[src/shared/ipa_regs.svh]
// Function
// [RULE1] Indirect space: 32 devices, 65536 16-bit registers
// [RULE2] Portal reached via control Dh, window Eh
// [RULE3] Control bits 15:14 select portal operation
// [RULE4] Control bits 4:0 device; 13:5 reserved
// [RULE5] Mode 00 window holds register address
// [RULE6] Data modes read/write selected indirect register
// [RULE7] Mode 10 increments address after reads, writes
// [RULE8] Mode 11 increments after writes only
// [RULE9] Portal registers RW, reset to zero
// [RULE10] Host: address, mode 00, address, data mode
// [RULE11] Host may stream reads in mode 10
// [RULE12] Burst interval 8 or 16 ms from device 0
// [RULE13] Low timing word: 4000h 8 ms, 1A80h 16 ms
// [RULE14] High timing word: 0003h 8 ms, 0006h 16 ms
// [RULE15] Host sets both words to same interval
// [RULE16] Increment wraps modulo 65536, after access
// [RULE17] Unsupported indirect addresses: writes ignored, read zero
`ifndef IPA_REGS_SVH
`define IPA_REGS_SVH

`define IPA_STD_CTRL_ADDR 5'h0d
`define IPA_STD_WIN_ADDR 5'h0e
`define IPA_CTRL_OP_HI 15
`define IPA_CTRL_OP_LO 14
`define IPA_CTRL_DEV_HI 4
`define IPA_CTRL_DEV_LO 0
`define IPA_CTRL_RSVD_W 9
`define IPA_DEV_COUNT 32
`define IPA_IND_DEV_TIMING 5'h00
`define IPA_IND_BURST_LO 16'h0003
`define IPA_IND_BURST_HI 16'h0004
`define IPA_BURST_LO_8MS 16'h4000
`define IPA_BURST_LO_16MS 16'h1a80
`define IPA_BURST_HI_8MS 16'h0003
`define IPA_BURST_HI_16MS 16'h0006
`define IPA_BURST_8MS_US 8000
`define IPA_BURST_16MS_US 16000
`define IPA_CLK_MHZ 125
`define IPA_BURST_CNT_W 22

`endif

[src/shared/ipa_pkg.sv]
package ipa_pkg;

  typedef enum logic [1:0] {
    IPA_OP_ADDR = 2'h0,
    IPA_OP_DATA = 2'h1,
    IPA_OP_INC_RW = 2'h2,
    IPA_OP_INC_W = 2'h3
  } ipa_op_t;

  typedef struct packed {
    logic valid;
    logic write;
    logic [4:0] addr;
    logic [15:0] wdata;
  } ipa_req_t;

  typedef struct packed {
    logic valid;
    logic [15:0] rdata;
  } ipa_rsp_t;

endpackage : ipa_pkg

[src/logic/ipa_portal.sv]
`timescale 1ns/1ps
`include "ipa_regs.svh"

module ipa_portal #(
  parameter int unsigned BURST_8MS_CYCLES = `IPA_BURST_8MS_US * `IPA_CLK_MHZ,
  parameter int unsigned BURST_16MS_CYCLES = `IPA_BURST_16MS_US * `IPA_CLK_MHZ,
  parameter int unsigned CNT_W = `IPA_BURST_CNT_W
) (
  input wire logic clk,
  input wire logic resetn,
  input wire ipa_pkg::ipa_req_t mgmt_req,
  output ipa_pkg::ipa_rsp_t mgmt_rsp,
  output logic flp_burst,
  output logic burst_is_16ms
);

  // ----------------------------------------
  // Parameter checks
  // ----------------------------------------
  if (BURST_8MS_CYCLES < 2 || BURST_16MS_CYCLES < 2 ||
      BURST_8MS_CYCLES >= (64'd1 << CNT_W) || BURST_16MS_CYCLES >= (64'd1 << CNT_W)) begin : g_bad
    $error("ipa_portal: burst counts do not fit the counter");
  end

  // ----------------------------------------
  // State
  // ----------------------------------------
  ipa_pkg::ipa_op_t op_reg;
  logic [4:0] dev_reg;
  logic [15:0] addr_mem [`IPA_DEV_COUNT];
  logic [15:0] burst_lo_reg;
  logic [15:0] burst_hi_reg;
  ipa_pkg::ipa_rsp_t rsp_reg;
  logic [CNT_W-1:0] cnt_reg;
  logic [CNT_W-1:0] cnt_next;
  logic pulse_reg;
  logic is16_reg;
  logic [15:0] addr_next;

  // ----------------------------------------
  // Helpers
  // ----------------------------------------
  // Any nonzero operation code turns the window into data
  function automatic logic op_is_data(input ipa_pkg::ipa_op_t op);
    return op != ipa_pkg::IPA_OP_ADDR;
  endfunction : op_is_data

  // Sixteen-bit wrap is intended, never a carry into bit 16
  function automatic logic [15:0] addr_plus_one(input logic [15:0] a);
    return a + 16'h0001;
  endfunction : addr_plus_one

  // ----------------------------------------
  // Decode
  // ----------------------------------------
  wire acc = mgmt_req.valid;
  wire wr = acc & mgmt_req.write;
  wire rd = acc & ~mgmt_req.write;
  wire hit_ctrl = (mgmt_req.addr == `IPA_STD_CTRL_ADDR); // [RULE2]
  wire hit_win = (mgmt_req.addr == `IPA_STD_WIN_ADDR); // [RULE2]
  wire [15:0] cur_addr = addr_mem[dev_reg]; // [RULE1]
  wire data_mode = op_is_data(op_reg); // [RULE5]
  wire in_dev0 = (dev_reg == `IPA_IND_DEV_TIMING);
  wire sel_lo = in_dev0 && (cur_addr == `IPA_IND_BURST_LO); // [RULE17]
  wire sel_hi = in_dev0 && (cur_addr == `IPA_IND_BURST_HI); // [RULE17]
  // Unsupported indirect registers read as zero
  wire [15:0] ind_rdata = sel_lo ? burst_lo_reg : (sel_hi ? burst_hi_reg : 16'h0000); // [RULE6]
  wire [15:0] win_rdata = data_mode ? ind_rdata : cur_addr; // [RULE5] [RULE6]
  // Reserved control bits are never stored, so they read zero
  wire [15:0] ctrl_rdata = {op_reg, `IPA_CTRL_RSVD_W'(0), dev_reg}; // [RULE3] [RULE4]
  wire [15:0] rd_mux = hit_ctrl ? ctrl_rdata : (hit_win ? win_rdata : 16'h0000);
  wire win_acc = acc && hit_win && data_mode;
  wire inc_rw = win_acc && (op_reg == ipa_pkg::IPA_OP_INC_RW); // [RULE7]
  wire inc_w = win_acc && wr && (op_reg == ipa_pkg::IPA_OP_INC_W); // [RULE8]
  wire do_inc = inc_rw || inc_w;
  wire addr_wr = wr && hit_win && !data_mode; // [RULE5]
  wire ind_wr = wr && hit_win && data_mode; // [RULE6]
  wire ctrl_wr = wr && hit_ctrl; // [RULE9]

  // Increment uses the address the access itself just used, wrapping in 16 bits
  always_comb begin
    if (addr_wr) begin
      addr_next = mgmt_req.wdata;
    end else if (do_inc) begin
      addr_next = addr_plus_one(cur_addr); // [RULE16]
    end else begin
      addr_next = cur_addr;
    end
  end

  // ----------------------------------------
  // Portal registers
  // ----------------------------------------
  always_ff @(posedge clk) begin
    if (!resetn) begin
      op_reg <= ipa_pkg::IPA_OP_ADDR; // [RULE9]
      dev_reg <= 5'h00;
    end else if (ctrl_wr) begin
      op_reg <= ipa_pkg::ipa_op_t'(mgmt_req.wdata[`IPA_CTRL_OP_HI:`IPA_CTRL_OP_LO]); // [RULE3]
      dev_reg <= mgmt_req.wdata[`IPA_CTRL_DEV_HI:`IPA_CTRL_DEV_LO]; // [RULE4]
    end
  end

  // One stored address per device; only the selected one moves
  always_ff @(posedge clk) begin
    if (!resetn) begin
      for (int i = 0; i < `IPA_DEV_COUNT; i++) begin
        addr_mem[i] <= 16'h0000; // [RULE9]
      end
    end else begin
      addr_mem[dev_reg] <= addr_next; // [RULE7] [RULE8]
    end
  end

  always_ff @(posedge clk) begin
    if (!resetn) begin
      burst_lo_reg <= `IPA_BURST_LO_8MS; // [RULE13]
      burst_hi_reg <= `IPA_BURST_HI_8MS; // [RULE14]
    end else begin
      if (ind_wr && sel_lo) begin
        burst_lo_reg <= mgmt_req.wdata; // [RULE13]
      end
      if (ind_wr && sel_hi) begin
        burst_hi_reg <= mgmt_req.wdata; // [RULE14]
      end
    end
  end

  // Every request answered one cycle later; writes answer with zero data
  always_ff @(posedge clk) begin
    if (!resetn) begin
      rsp_reg <= '0;
    end else begin
      rsp_reg.valid <= acc;
      rsp_reg.rdata <= rd ? rd_mux : 16'h0000;
    end
  end

  // ----------------------------------------
  // Burst interval timer
  // ----------------------------------------
  // Mixed or reserved encodings fall back to 8 ms rather than stall
  wire is16 = (burst_lo_reg == `IPA_BURST_LO_16MS) && (burst_hi_reg == `IPA_BURST_HI_16MS); // [RULE15]
  wire [CNT_W-1:0] lim_m1 = is16 ? CNT_W'(BURST_16MS_CYCLES - 1) : CNT_W'(BURST_8MS_CYCLES - 1);
  wire cnt_done = (cnt_reg >= lim_m1); // [RULE12]

  always_comb begin
    cnt_next = cnt_done ? '0 : cnt_reg + CNT_W'(1);
  end

  always_ff @(posedge clk) begin
    if (!resetn) begin
      cnt_reg <= '0;
      pulse_reg <= 1'b0;
      is16_reg <= 1'b0;
    end else begin
      cnt_reg <= cnt_next;
      pulse_reg <= cnt_done; // [RULE12]
      is16_reg <= is16;
    end
  end

  // ----------------------------------------
  // Outputs
  // ----------------------------------------
  assign mgmt_rsp = rsp_reg;
  assign flp_burst = pulse_reg;
  assign burst_is_16ms = is16_reg;

  // ----------------------------------------
  // Checks
  // ----------------------------------------
  // Gap counter measures every pulse-to-pulse distance
  logic [CNT_W-1:0] gap_reg;
  logic seen_reg;
  logic chg_reg;
  always_ff @(posedge clk) begin
    if (!resetn) begin
      gap_reg <= '0;
      seen_reg <= 1'b0;
      chg_reg <= 1'b0;
    end else begin
      gap_reg <= pulse_reg ? '0 : gap_reg + CNT_W'(1);
      seen_reg <= seen_reg | pulse_reg;
      chg_reg <= pulse_reg ? 1'b0 : (chg_reg | (is16 != is16_reg));
    end
  end
endmodule : ipa_portal

[config.mk]
export PLATFORM = sky130hd
export DESIGN_NAME = ipa_portal
export DESIGN_NICKNAME = d
export VERILOG_FILES = /design/src/shared/ipa_pkg.sv /design/src/logic/ipa_portal.sv
export VERILOG_INCLUDE_DIRS = /design/src /design/src/shared
export SDC_FILE = /design/constraint.sdc
export NUM_CORES = 1
export LEC_CHECK = 0
export BUFFER_PORTS_ARGS = -buffer_cell sky130_fd_sc_hd__buf_2
export CORE_ASPECT_RATIO = 0.8
export CORE_UTILIZATION = 27
export DETAILED_ROUTE_END_ITERATION = 16
export SLEW_MARGIN = 20
export SYNTH_ARGS = -nofsm -noshare
export SYNTH_HDL_FRONTEND = slang
export SYNTH_SLANG_ARGS = --single-unit
[constraint.sdc]
create_clock -name clk -period 4.1 [get_ports clk]
set_input_delay 0.41 -clock clk [delete_from_list [all_inputs] [get_ports clk]]
set_output_delay 0.41 -clock clk [all_outputs]
set_load 0.05 [all_outputs]
-- Word-level counts from Yosys, hierarchy flattened
Memory sizes are Yosys's and may differ from the RTL's. A register that Yosys moved wholly into a read port is not among the register bits.
Cells that the tools add are included.
- logic and storage cells: 65
- flip-flop bits (word level): 80
- input port bits: 25
- output and inout port bits: 19
- memories: 1
- bits in writable memories: 512
- memories (memory ; depth ; width ; rd ports ; clocked after Yosys merged registers in ; wr ports ; line ; source):
    addr_mem ; 32 ; 16 ; 1 ; 1 ; 32 ; ipa_portal.sv:30 ; logic [15:0] addr_mem [`IPA_DEV_COUNT];
- mux-type cells: 15
- magnitude comparators: 1
- add/sub/neg operators: 2
- reduce and logical (&&, ||, !) cells: 22
- eq/ne operators: 8
- bitwise operators: 6
- operators by type and width (operator ; count):
    $mux W16 ; 8
    $eq A16 B3 Y1 const B ; 2
    $add A22 B1 Y22 const B ; 1
    $ge A22 B21 Y1 ; 1
    $mux W21 ; 1
    $add A16 B1 Y16 const B ; 1
    $eq A16 B13 Y1 const B ; 1
    $eq A16 B2 Y1 const B ; 1
    $reduce_or A16 Y1 ; 1
    $mux W5 ; 3
    $logic_and A1 B1 Y1 ; 14
    $eq A5 B4 Y1 const B ; 2
    $logic_not A5 Y1 ; 1
    $eq A2 B2 Y1 const B ; 2
    $not A1 Y1 ; 4
    $reduce_or A4 Y1 ; 1
    $mux W1 ; 3
    $and A1 B1 Y1 ; 2
    $reduce_and A2 Y1 ; 1
    $reduce_bool A2 Y1 ; 1
    $reduce_or A2 Y1 ; 1
    $logic_not A1 Y1 ; 1
    $logic_or A1 B1 Y1 ; 1

-- Depth between registers and ports, before layout
Gate-level depths: netlist (run 1).
- word-level depth: 9
- depth in mapped cells: 15

-- Worst setup path before layout (run 1)
No wires, ideal clock.
- path kind: reg-to-reg
- from: register with a tool-made name
- to: memory addr_mem[18][10], data pin
- arrival time: 3.438 ns
- setup slack: 0.396 ns
- required time: 3.834 ns
- clock period less this slack: 3.704 ns
- stages on the path, launching flop included: 15
- path through: dfxtp_1 buf_6 buf_6 buf_6 mux4_2 mux4_2 mux2i_2 inv_1 ha_1 nand4_1 nor3_1 xnor2_1 mux2i_1 clkbuf_1 nor2_1
- RTL lines (element ; line):
    to (decl) ; ipa_portal.sv:30

==> qor.csv, run 1 <==
stage,metric,value,unit
status,status,"complete, no violations",
sta,f_max,258,MHz
grt,pin count of the biggest net entering global routing,60,
clock_tree,post-cts resize count,0,
clock_tree,CTS Buf Count,57,
place,HPWL after DPL,46.1,mm
synth,synth warn,0,
critical_path,CP Max Fanout,59,
sta,final worst setup slack,0.222,ns
place,DP Area,0.0285,mm2
die,core area,0.0966,mm2
finish,post-route cell area,0.0302,mm2
place,IO buf count,43,
finish,max FFs per register,512,
hold_path,Min-Delay Path Depth,3,
finish,"Area growth, synth to finish",15.0,%
drt,ANT nets after route,0,
critical_path,Critical R2R Capture,addr_mem[30][12],
drt,max layer used,met4,
die,Vert. Die Dim,281,um
sta,Final min period,3.88,ns
power_and_ir_drop,Max IR drop VDD,0.301,mV
critical_path,Worst Path Required,4.43,ns
drt,initial drt markers,1965,
synth,Mapped Nets,1945,
synth,Unique masters post-synth,55,
sta,final hold violations,0,
power_and_ir_drop,combinational share of power,4.7,%
sta,Final period util,94.6,%
grt,grt ovf,0,
place,RD Place Congestion,0.904,
die,die width,351,um
drt,Via density,4.96,
sta,Setup-failing EPs final,0,
sta,Final Skew,0.0408,ns
critical_path,CP Data Arrival Time,4.21,ns
power_and_ir_drop,Power Density,410,mW/mm2
drt,via count,16300,
power_and_ir_drop,Cell Int Power,0.00960,W
synth,Post-synth EDFFs,512,
power_and_ir_drop,Clk pwr share,40.5,%
power_and_ir_drop,sequential share of power,54.8,%
synth,most frequent cell after synthesis,nor2_1,
clock_tree,CTS tree,built,
drt,wl on met1,29.6,mm
critical_path,"Max stage delay cell, worst path",nor4_1,
critical_path,FF-to-FF setup slack,0.22,ns
power_and_ir_drop,static leakage,9.64,nW
sta,RSZ-0062 raised after global routing,false,
power_and_ir_drop,net switching power,0.00279,W
sta,setup_tns,0,ns
grt,initial antenna violation count,3,
sta,Tightest Pin Transition,1.10,ns
synth,synthesized cell area,0.0263,mm2
grt,All-Layer GR Usage,14.5,%
sta,worst hold slack,0.0708,ns
drt,Post-route DRC,0,
die,Starting Density,27.2,%
synth,share of the synthesized area in the top cell type,58.5,%
sta,Max Slew Vio Count,0,
drt,met3 WL post-DR,6.93,mm
finish,share of cells above drive strength 1,20.9,%
critical_path,kind of critical path,flop to flop,
place,pre-CTS setup slack,0.304,ns
die,FP Rows,102,
clock_tree,"Clk Latency, worst-skew pair",0.65,ns
synth,synth cell count leaders,"nor2_1 (557), edfxtp_1 (512), mux4_2 (160)",
drt,DRT Pass-1 Iters,5,
grt,first-pass GRT wire length,106,mm
synth,syn_area_per_cell,13.8,um2
synth,synth top area cells,"edfxtp_1 (58%), mux4_2 (14%), nor2_1 (7.9%)",
clock_tree,Root Driver,clkbuf_16,
die,die area,0.0987,mm2
clock_tree,number of setup buffers added after CTS,0,
critical_path,Critical Path Max Stage Delay,0.65,ns
hold_path,min-delay src,mgmt_req[10],
grt,vias in the first global route,16000,
synth,synthesized flop and latch total,597,
clock_tree,CTS H-tree lvls,2,
clock_tree,clock-pin slew on the worst setup and hold paths,0.06,ns
hold_path,hold worst-path end,burst_lo_reg[10],
clock_tree,CTS Buffer Depth,3,
clock_tree,cts hold-fix bufs,1,
die,I/O pin total,44,
synth,"FFs w/ async S/R, synth",0,%
critical_path,endpoint class of the critical path,flop,
critical_path,R2R cell count,12,
synth,sequential fraction of the synthesis area,64.9,%
critical_path,crit path cell chain,buf_12 -> mux4_2 -> mux4_2 -> mux2i_2 -> inv_1 -> ha_1 -> nand4_1 -> nor4_1 -> xnor2_1 -> mux2i_4 -> buf_12 -> nor2_1,
synth,Mapped Cells,1910,
finish,fin util,31.3,%
run,max-cap viol count,0,
drt,drt wl/cell,21.8,um
hold_path,worst hold path type,primary input to flop,
drt,met2 routed wirelength,33.3,mm
drt,Total Wirelength,71.8,mm
critical_path,startpoint types,flop,
finish,Total Nets Final,1982,
synth,Post-synth top flop,edfxtp_1,
synth,"area leader, netlist",edfxtp_1,
clock_tree,Clock Sinks,597,
power_and_ir_drop,Sw Ratio,22.5,%
sta,relative slew slack,26.3,%
logic make-up after synthesis:
logic type / after synthesis / share of synthesized area (%)
xor+xnor: 30 / 0.999
flops: 597 / 64.9
compound gates: 125 / 2.81
mux: 194 / 15.1
fa+ha+maj: 10 / 0.476
simple gates: 795 / 12.7
buf+inv: 159 / 3.02
metrics by stage:
| stage | instances | total power [W] |
|---|---|---|
| 6_report | 3291 | 0.0124 |
| 4_1_cts | 3290 | 0.0125 |
| 5_1_grt | 3290 | 0.0127 |
| 3_5_place_dp | 3187 | 0.00749 |
| 3_3_place_gp | 3187 | 0.00748 |
| 2_1_floorplan | 1910 | 0.00721 |
placed cells by master, fill, tap and decap left out, types with 14 or more instances in the layout:
master     instances
nor2_1           557
edfxtp_1         512
mux4_2           160
nand2_1           98
dfxtp_1           82
buf_4             61
clkbuf_16         57
o21ai_1           46
nand3_1           45
buf_2             43
o21ai_0           28
buf_12            25
clkbuf_1          17
xnor2_1           16
xor2_1            14
mux2i_1           14
critical path: cells and delay by family, from the launching register on:
family                   cells  cell delay (ns)
multiplexers                 4             1.03
AND/OR/NAND/NOR              3             1.01
buffers and inverters        3             0.64
flip-flops                   1             0.40
XOR/XNOR                     1             0.22
adder cells (fa/ha/maj)      1             0.15
power groups by stage:
stage,clock network [W],registers (W),logic [W]
final,0.00502,0.00679,0.000577
after global routing,0.00532,0.00680,0.000603
after CTS,0.00509,0.00679,0.000577
after detailed placement,0,0.00692,0.000574
after global placement,0,0.00691,0.000570
after floorplan,0,0.00691,0.000306
per-layer routing:
metal | global-route usage [%] | vias up
li1 | - | 7093
met1 | 20.0 | 8351
met2 | 22.5 | 755
met3 | 3.30 | 118
met4 | 4.40 | 0
met5 | 0 | -
worst max-delay path by stage:
stage,cells past startpoint,end,slack [ns],from
after global routing,12,addr_mem[30][12],0.04,flop
after floorplan,14,addr_mem[18][10],0.40,flop
final,12,addr_mem[30][12],0.22,flop
after global placement,11,burst_hi_reg[1],0.29,flop
after CTS,11,addr_mem[30][12],0.26,flop
after detailed placement,11,addr_mem[12][12],0.30,flop
layout make-up:
cell class              instances  area (um2)
fillers                      9515       66400
flip-flops and latches        597       17100
multi-input cells            1154        8590
well taps                    1300        1630
clock buffers                  76        1520
repair buffers                130        1180
clock inverters                26         214
inverters                       7        26.3
diodes                          1        2.50
Note: power is estimated with default switching activity, not from simulation.
==> run 2, diff against run 1 <==
- MAX_ROUTING_LAYER: not set -> met4
==> run 2 against run 1 <==
  * Sequential power about the same
  * Setup slack lost 0.045 ns
  * Sequential cell count did not move
  * Combinational power hardly changed
  * First-iteration DRC count fell by 3.8%
  * Core utilization barely moved
  * Critical path depth stayed put
  * Wire length barely moved
  * Total power hardly changed
  * Maximum frequency fell by 1.1%
  * Largest power group unchanged
==> qor.csv, run 2 (synthesis gave the netlist of run 1 again) <==
stage,metric,value,unit,change
status,status,"complete, no violations",,
grt,first-pass GRT wire length,106,mm,about the same
finish,Total Nets Final,1982,,unchanged
critical_path,endpoint class of the critical path,flop,,
clock_tree,clock-pin slew on the worst setup and hold paths,0.06,ns,about the same
sta,Final Skew,0.0436,ns,+0.00273 ns
power_and_ir_drop,Max IR drop VDD,0.301,mV,about the same
power_and_ir_drop,Clk pwr share,40.5,%,about the same
finish,max FFs per register,512,,unchanged
power_and_ir_drop,sequential share of power,54.8,%,about the same
sta,f_max,255,MHz,-1.1%
sta,Final min period,3.92,ns,+0.0446 ns
power_and_ir_drop,combinational share of power,4.7,%,about the same
drt,Total Wirelength,71.8,mm,about the same
critical_path,Worst Path Required,4.43,ns,about the same
clock_tree,post-cts resize count,0,,unchanged
power_and_ir_drop,Cell Int Power,0.00960,W,about the same
finish,"Area growth, synth to finish",15.0,%,about the same
place,HPWL after DPL,46.1,mm,unchanged
finish,share of cells above drive strength 1,20.9,%,unchanged
finish,"most common cell after layout, fill and taps aside",nor2_1,,
critical_path,crit path cell chain,buf_12 -> mux4_2 -> mux4_2 -> mux2i_2 -> inv_1 -> ha_1 -> nand4_1 -> nor4_1 -> xnor2_1 -> mux2i_4 -> buf_12 -> nor2_1,,
clock_tree,CTS Buffer Depth,3,,unchanged
die,die width,351,um,unchanged
power_and_ir_drop,Power Density,409,mW/mm2,about the same
die,die area,0.0987,mm2,unchanged
die,I/O pin total,44,,unchanged
sta,Final period util,95.7,%,+1.1 points
finish,highest-count cells in the layout ignoring fill and taps,"nor2_1 (557), edfxtp_1 (512), mux4_2 (160), nand2_1 (98), dfxtp_1 (82)",,
place,RD Place Congestion,0.919,,+1.7%
clock_tree,cts hold-fix bufs,1,,unchanged
grt,vias in the first global route,16000,,+0.013%
die,FP Rows,102,,unchanged
clock_tree,Clock Sinks,597,,unchanged
drt,ANT nets after route,0,,unchanged
clock_tree,Root Driver,clkbuf_16,,
drt,Post-route DRC,0,,unchanged
critical_path,Critical path buffers and inverters,3,,unchanged
critical_path,Critical Path Max Stage Delay,0.68,ns,+0.03 ns
drt,Via density,4.94,,-0.31%
sta,setup_tns,0,ns,unchanged
clock_tree,number of setup buffers added after CTS,0,,unchanged
drt,via count,16300,,-0.28%
clock_tree,"Clk Latency, worst-skew pair",0.65,ns,about the same
drt,drt wl/cell,21.8,um,about the same
clock_tree,CTS tree,built,,
sta,worst hold slack,0.0712,ns,+0.000436 ns
finish,fin util,31.3,%,about the same
critical_path,CP Data Arrival Time,4.25,ns,+0.04 ns
sta,relative slew slack,23.7,%,-2.6 points
power_and_ir_drop,static leakage,9.64,nW,about the same
clock_tree,CTS Buf Count,57,,unchanged
sta,final hold violations,0,,unchanged
finish,fillers,9516,,+0.011%
grt,initial antenna violation count,5,,+2
sta,Setup-failing EPs final,0,,unchanged
grt,pin count of the biggest net entering global routing,60,,unchanged
critical_path,crit-path leading delay family,simple AND/OR/NAND/NOR gates,,
critical_path,CP Max Fanout,59,,unchanged
power_and_ir_drop,net switching power,0.00278,W,-0.18%
run,max-cap viol count,0,,unchanged
drt,DRT Pass-1 Iters,5,,unchanged
hold_path,worst hold path type,primary input to flop,,
sta,Max Slew Vio Count,0,,unchanged
die,Vert. Die Dim,281,um,unchanged
die,Starting Density,27.2,%,unchanged
critical_path,startpoint types,flop,,
grt,All-Layer GR Usage,14.9,%,+0.43 points
place,IO buf count,43,,unchanged
drt,initial drt markers,1890,,-3.8%
sta,Tightest Pin Transition,1.14,ns,+0.0382 ns
clock_tree,CTS H-tree lvls,2,,unchanged
die,core area,0.0966,mm2,unchanged
grt,grt ovf,0,,unchanged
power_and_ir_drop,Sw Ratio,22.5,%,-0.031 points
sta,RSZ-0062 raised after global routing,false,,
critical_path,kind of critical path,flop to flop,,
critical_path,"Max stage delay cell, worst path",nor4_1,,
[run 2: path summary, 6_finish.rpt]
| check | from | endpoint | slack [ns] | cells past startpoint |
|---|---|---|---|---|
| hold / removal | mgmt_req[10] | burst_lo_reg[10] | 0.07 | 3 |
| setup reg to reg | flop | addr_mem[30][12] | 0.18 | 12 |
| hold reg to reg | cnt_reg[0] | cnt_reg[0] | 0.47 | 1 |
| setup / recovery | flop | addr_mem[30][12] | 0.18 | 12 |
[run 2: metrics by stage]
stage          cells  setup WS [ns]  total power (W)  area (um2)
6_report        3292          0.177           0.0124       30200
5_1_grt         3292         0.0487           0.0127       30200
4_1_cts         3290          0.262           0.0125       30200
3_5_place_dp    3187          0.304          0.00749       28500
3_3_place_gp    3187          0.290          0.00748       28500
2_1_floorplan   1910          0.396          0.00721       26300
[run 2: metal layers]
metal	global-route usage, %	up-vias	share of wire [%]
li1	-	7091	-
met1	20.1	8287	41
met2	22.6	783	47
met3	3.04	111	9.5
met4	4.33	0	2.5
met5	-	-	0
[run 2: area by class of cell]
cell class	instances	area (um2)	area share, %
antenna	2	5.00	0.0165
clock buffer	76	1520	5.02
clock inverter	26	214	0.707
inverter	7	26.3	0.0869
multi-input combinational	1154	8590	28.4
sequential	597	17100	56.5
tap	1300	1630	5.38
timing repair buffer	130	1180	3.91
[run 2: worst min-delay path, cell delays in order]
cell     delay (ns)
buf_2          0.13
nand3_1        0.06
o21ai_1        0.05
[run 2: power by group through the flow]
stage	sequential (W)	combinational, W	clock (W)
detailed placement	0.00692	0.000574	0
global placement	0.00691	0.000570	0
finish	0.00679	0.000576	0.00502
CTS	0.00679	0.000577	0.00509
global route	0.00680	0.000603	0.00532
floorplan	0.00691	0.000306	0
==> run 3, diff against run 2 <==
- ABC_AREA: not set -> 1
- SLEW_MARGIN: 20 -> not set
==> run 3 against run 2 <==
  * Clock power grew 8.6%
  * Cell area grew 7.4%
  * Final cell count grew 37%
  * Core utilization shrank 0.43 points
  * Clock skew shrank 0.0069 ns
  * Highest routed layer unchanged
==> qor.csv, run 3 <==
stage,metric,value,unit,change
synth,syn_area_per_cell,9.26,um2,-33%
sta,Final min period,3.80,ns,-0.128 ns
finish,"Area growth, synth to finish",12.7,%,
status,status,"complete, no violations",,
power_and_ir_drop,Clk pwr share,41.6,%,+1.1 points
drt,ANT nets after route,0,,unchanged
sta,final worst setup slack,0.305,ns,+0.128 ns
power_and_ir_drop,combinational share of power,6.5,%,+1.8 points
synth,sequential fraction of the synthesis area,59.2,%,-5.7 points
critical_path,Worst Path Required,4.54,ns,+0.11 ns
drt,DRT Pass-1 Iters,6,,+1
clock_tree,Root Driver,clkbuf_16,,
synth,synthesized cell area,0.0288,mm2,+9.6%
finish,max FFs per register,512,,unchanged
place,pre-CTS setup slack,0.503,ns,+0.199 ns
synth,Post-synth EDFFs,512,,unchanged
place,IO buf count,43,,unchanged
synth,Post-synth top flop,edfxtp_1,,
critical_path,FF-to-FF setup slack,0.30,ns,+0.13 ns
drt,Via density,5.04,,+2.0%
die,die width,367,um,+4.7%
clock_tree,"Clk Latency, worst-skew pair",0.65,ns,about the same
clock_tree,post-cts resize count,0,,unchanged
sta,Max Slew Vio Count,0,,unchanged
critical_path,CP Max Fanout,50,,-15%
clock_tree,number of setup buffers added after CTS,0,,unchanged
finish,post-route cell area,0.0325,mm2,+7.4%
clock_tree,clock-pin slew on the worst setup and hold paths,0.07,ns,about the same
clock_tree,cts hold-fix bufs,0,,-1
synth,synth top area cells,"edfxtp_1 (53%), nand2_1 (11%), nand3_1 (8.1%)",,
finish,fin cells,4521,,+37%
power_and_ir_drop,net switching power,0.00312,W,+12%
hold_path,worst hold path type,primary input to flop,,
sta,relative slew slack,23.4,%,-0.35 points
synth,Unique masters post-synth,42,,-24%
synth,share of the synthesized area in the top cell type,53.3,%,-5.1 points
place,dpl cells,4408,,+38%
critical_path,endpoint class of the critical path,flop,,
finish,highest-count cells in the layout ignoring fill and taps,"nand2_1 (856), edfxtp_1 (512), nand3_1 (468), nor2_1 (288), a21oi_1 (287)",,
sta,Final period util,92.6,%,-3.1 points
critical_path,crit-path leading delay family,simple AND/OR/NAND/NOR gates,,
critical_path,Critical path buffers and inverters,5,,+2
sta,final hold violations,0,,unchanged
power_and_ir_drop,sequential share of power,51.9,%,-2.9 points
synth,synth warn,0,,unchanged
clock_tree,CTS Buffer Depth,3,,unchanged
sta,Tightest Pin Transition,1.15,ns,+0.00951 ns
power_and_ir_drop,Sw Ratio,23.8,%,+1.4 points
die,FP Rows,106,,+3.9%
critical_path,startpoint types,flop,,
critical_path,CP Data Arrival Time,4.24,ns,about the same
synth,"area leader, netlist",edfxtp_1,,
sta,f_max,263,MHz,+3.4%
synth,"FFs w/ async S/R, synth",0,%,unchanged
run,max-cap viol count,0,,unchanged
grt,vias in the first global route,21200,,+33%
grt,first-pass GRT wire length,139,mm,+31%
finish,share of cells above drive strength 1,11.2,%,-9.7 points
clock_tree,CTS H-tree lvls,2,,unchanged
critical_path,Critical Path Max Stage Delay,0.40,ns,-0.28 ns
grt,grt ovf,0,,unchanged
sta,setup_tns,0,ns,unchanged
clock_tree,CTS Buf Count,61,,+7.0%
critical_path,kind of critical path,flop to flop,,
synth,synth cell count leaders,"nand2_1 (859), edfxtp_1 (512), nand3_1 (468)",,
sta,worst hold slack,0.0688,ns,-0.00236 ns
synth,most frequent cell after synthesis,nand2_1,,
hold_path,min-delay src,mgmt_req[22],,
critical_path,"Max stage delay cell, worst path",dfxtp_4,,
die,I/O pin total,44,,unchanged
place,DP Area,0.0306,mm2,+7.2%
grt,All-Layer GR Usage,17.6,%,+2.7 points
clock_tree,CTS tree,built,,
sta,Setup-failing EPs final,0,,unchanged
place,RD Place Congestion,0.950,,+3.4%
finish,Total Nets Final,3102,,+57%
synth,Mapped Cells,3112,,+63%
die,Starting Density,27.4,%,+0.18 points
power_and_ir_drop,Cell Int Power,0.00998,W,+4.0%
die,core area,0.105,mm2,+8.9%
clock_tree,Clock Sinks,597,,unchanged
die,Vert. Die Dim,294,um,+4.6%
drt,drt wl/cell,20.9,um,-4.0%
die,die area,0.108,mm2,+9.5%
critical_path,cell mode on critical path,nand2_1,,
sta,Final Skew,0.0367,ns,-0.00690 ns
drt,initial drt markers,2537,,+34%
power_and_ir_drop,Power Density,403,mW/mm2,-1.4%
synth,Mapped Nets,3147,,+62%
sta,RSZ-0062 raised after global routing,false,,
grt,initial antenna violation count,2,,-3
place,HPWL after DPL,59.3,mm,+29%
drt,via count,22800,,+40%
grt,pin count of the biggest net entering global routing,86,,+43%
synth,synthesized flop and latch total,597,,unchanged
power_and_ir_drop,Max IR drop VDD,0.346,mV,+15%
critical_path,crit path cell chain,inv_8 -> buf_12 -> nand2_1 -> nand3_1 -> nand3_1 -> nand2_1 -> nand2_1 -> nand3_1 -> nand2_2 -> inv_2 -> ha_1 -> inv_1 -> nor3_1 -> nand2_1 -> nand2_1 -> nand3_2 -> buf_12 -> a21oi_1,,
drt,Total Wirelength,94.6,mm,+32%
power_and_ir_drop,static leakage,11.5,nW,+19%
finish,"most common cell after layout, fill and taps aside",nand2_1,,
drt,Post-route DRC,0,,unchanged
## run 3: changes by cell type in the layout (fill, tap and decap cells not counted), moves of 16 or more
cell	previous run	this run
nor3_1	11	32
nand2_1	98	856
nor2_1	557	288
inv_1	7	101
nand3_1	45	468
a21oi_1	10	287
mux4_2	160	0
a21oi_2	0	78
o21ai_1	46	30
## run 3: path summary, 6_finish.rpt
path / cells after the start / end
hold reg to reg: 1 / cnt_reg[0]
setup / recovery: 18 / addr_mem[3][14]
setup reg to reg: 18 / addr_mem[3][14]
hold / removal: 3 / mgmt_rsp[16]
## run 3: kinds of logic (layout without fill, tap and decap cells)
| group | after synthesis | in the layout | synth area share [%] |
|---|---|---|---|
| simple gates | 1693 | 1693 | 24.9 |
| compound gates | 445 | 445 | 8.86 |
| flops | 597 | 597 | 59.2 |
| other cells | 0 | 2 | 0 |
| fa+ha+maj | 10 | 10 | 0.434 |
| buf+inv | 358 | 361 | 6.24 |
| xor+xnor | 9 | 9 | 0.274 |
## run 3: power groups by stage
stage | logic (W) | clock network, W | registers [W]
2_1_floorplan | 0.000474 | 0 | 0.00693
6_report | 0.000851 | 0.00545 | 0.00681
4_1_cts | 0.000839 | 0.00549 | 0.00681
5_1_grt | 0.000903 | 0.00570 | 0.00682
3_5_place_dp | 0.000837 | 0 | 0.00694
3_3_place_gp | 0.000836 | 0 | 0.00693
## run 3: worst reg2reg max path, stage by stage, from the launching register on
cell	delay [ns]
dfxtp_4	0.40
inv_8	0.30
buf_12	0.31
nand2_1	0.09
nand3_1	0.07
nand3_1	0.28
nand2_1	0.18
nand2_1	0.06
nand3_1	0.15
nand2_2	0.14
inv_2	0.10
ha_1	0.20
inv_1	0.11
nor3_1	0.32
nand2_1	0.09
nand2_1	0.08
nand3_2	0.28
buf_12	0.30
a21oi_1	0.17
## run 3: area by class of cell
type                            count  area [um2]
Clock inverter                     25         203
Clock buffer                       86        1710
Multi-Input combinational cell   2157       10000
Timing Repair Buffer              141        1300
Sequential cell                   597       17100
Fill cell                       10900       72700
Inverter                          109         419
Tap cell                         1404        1760
Antenna cell                        2        5.00
## run 3: through the flow
step,utilization [%],total power [W]
after floorplan,-,0.00740
after global placement,29.1,0.00777
after detailed placement,29.1,0.00777
after CTS,30.9,0.0131
after global routing,30.9,0.0134
final,30.9,0.0131
## run 3: layer usage
metal	track usage, %	part of all wire (%)	wire length [um]
met1	24.2	44	41500
met2	25.0	43	40400
met3	4.76	11	10200
met4	5.26	2.7	2540
met5	-	0	0
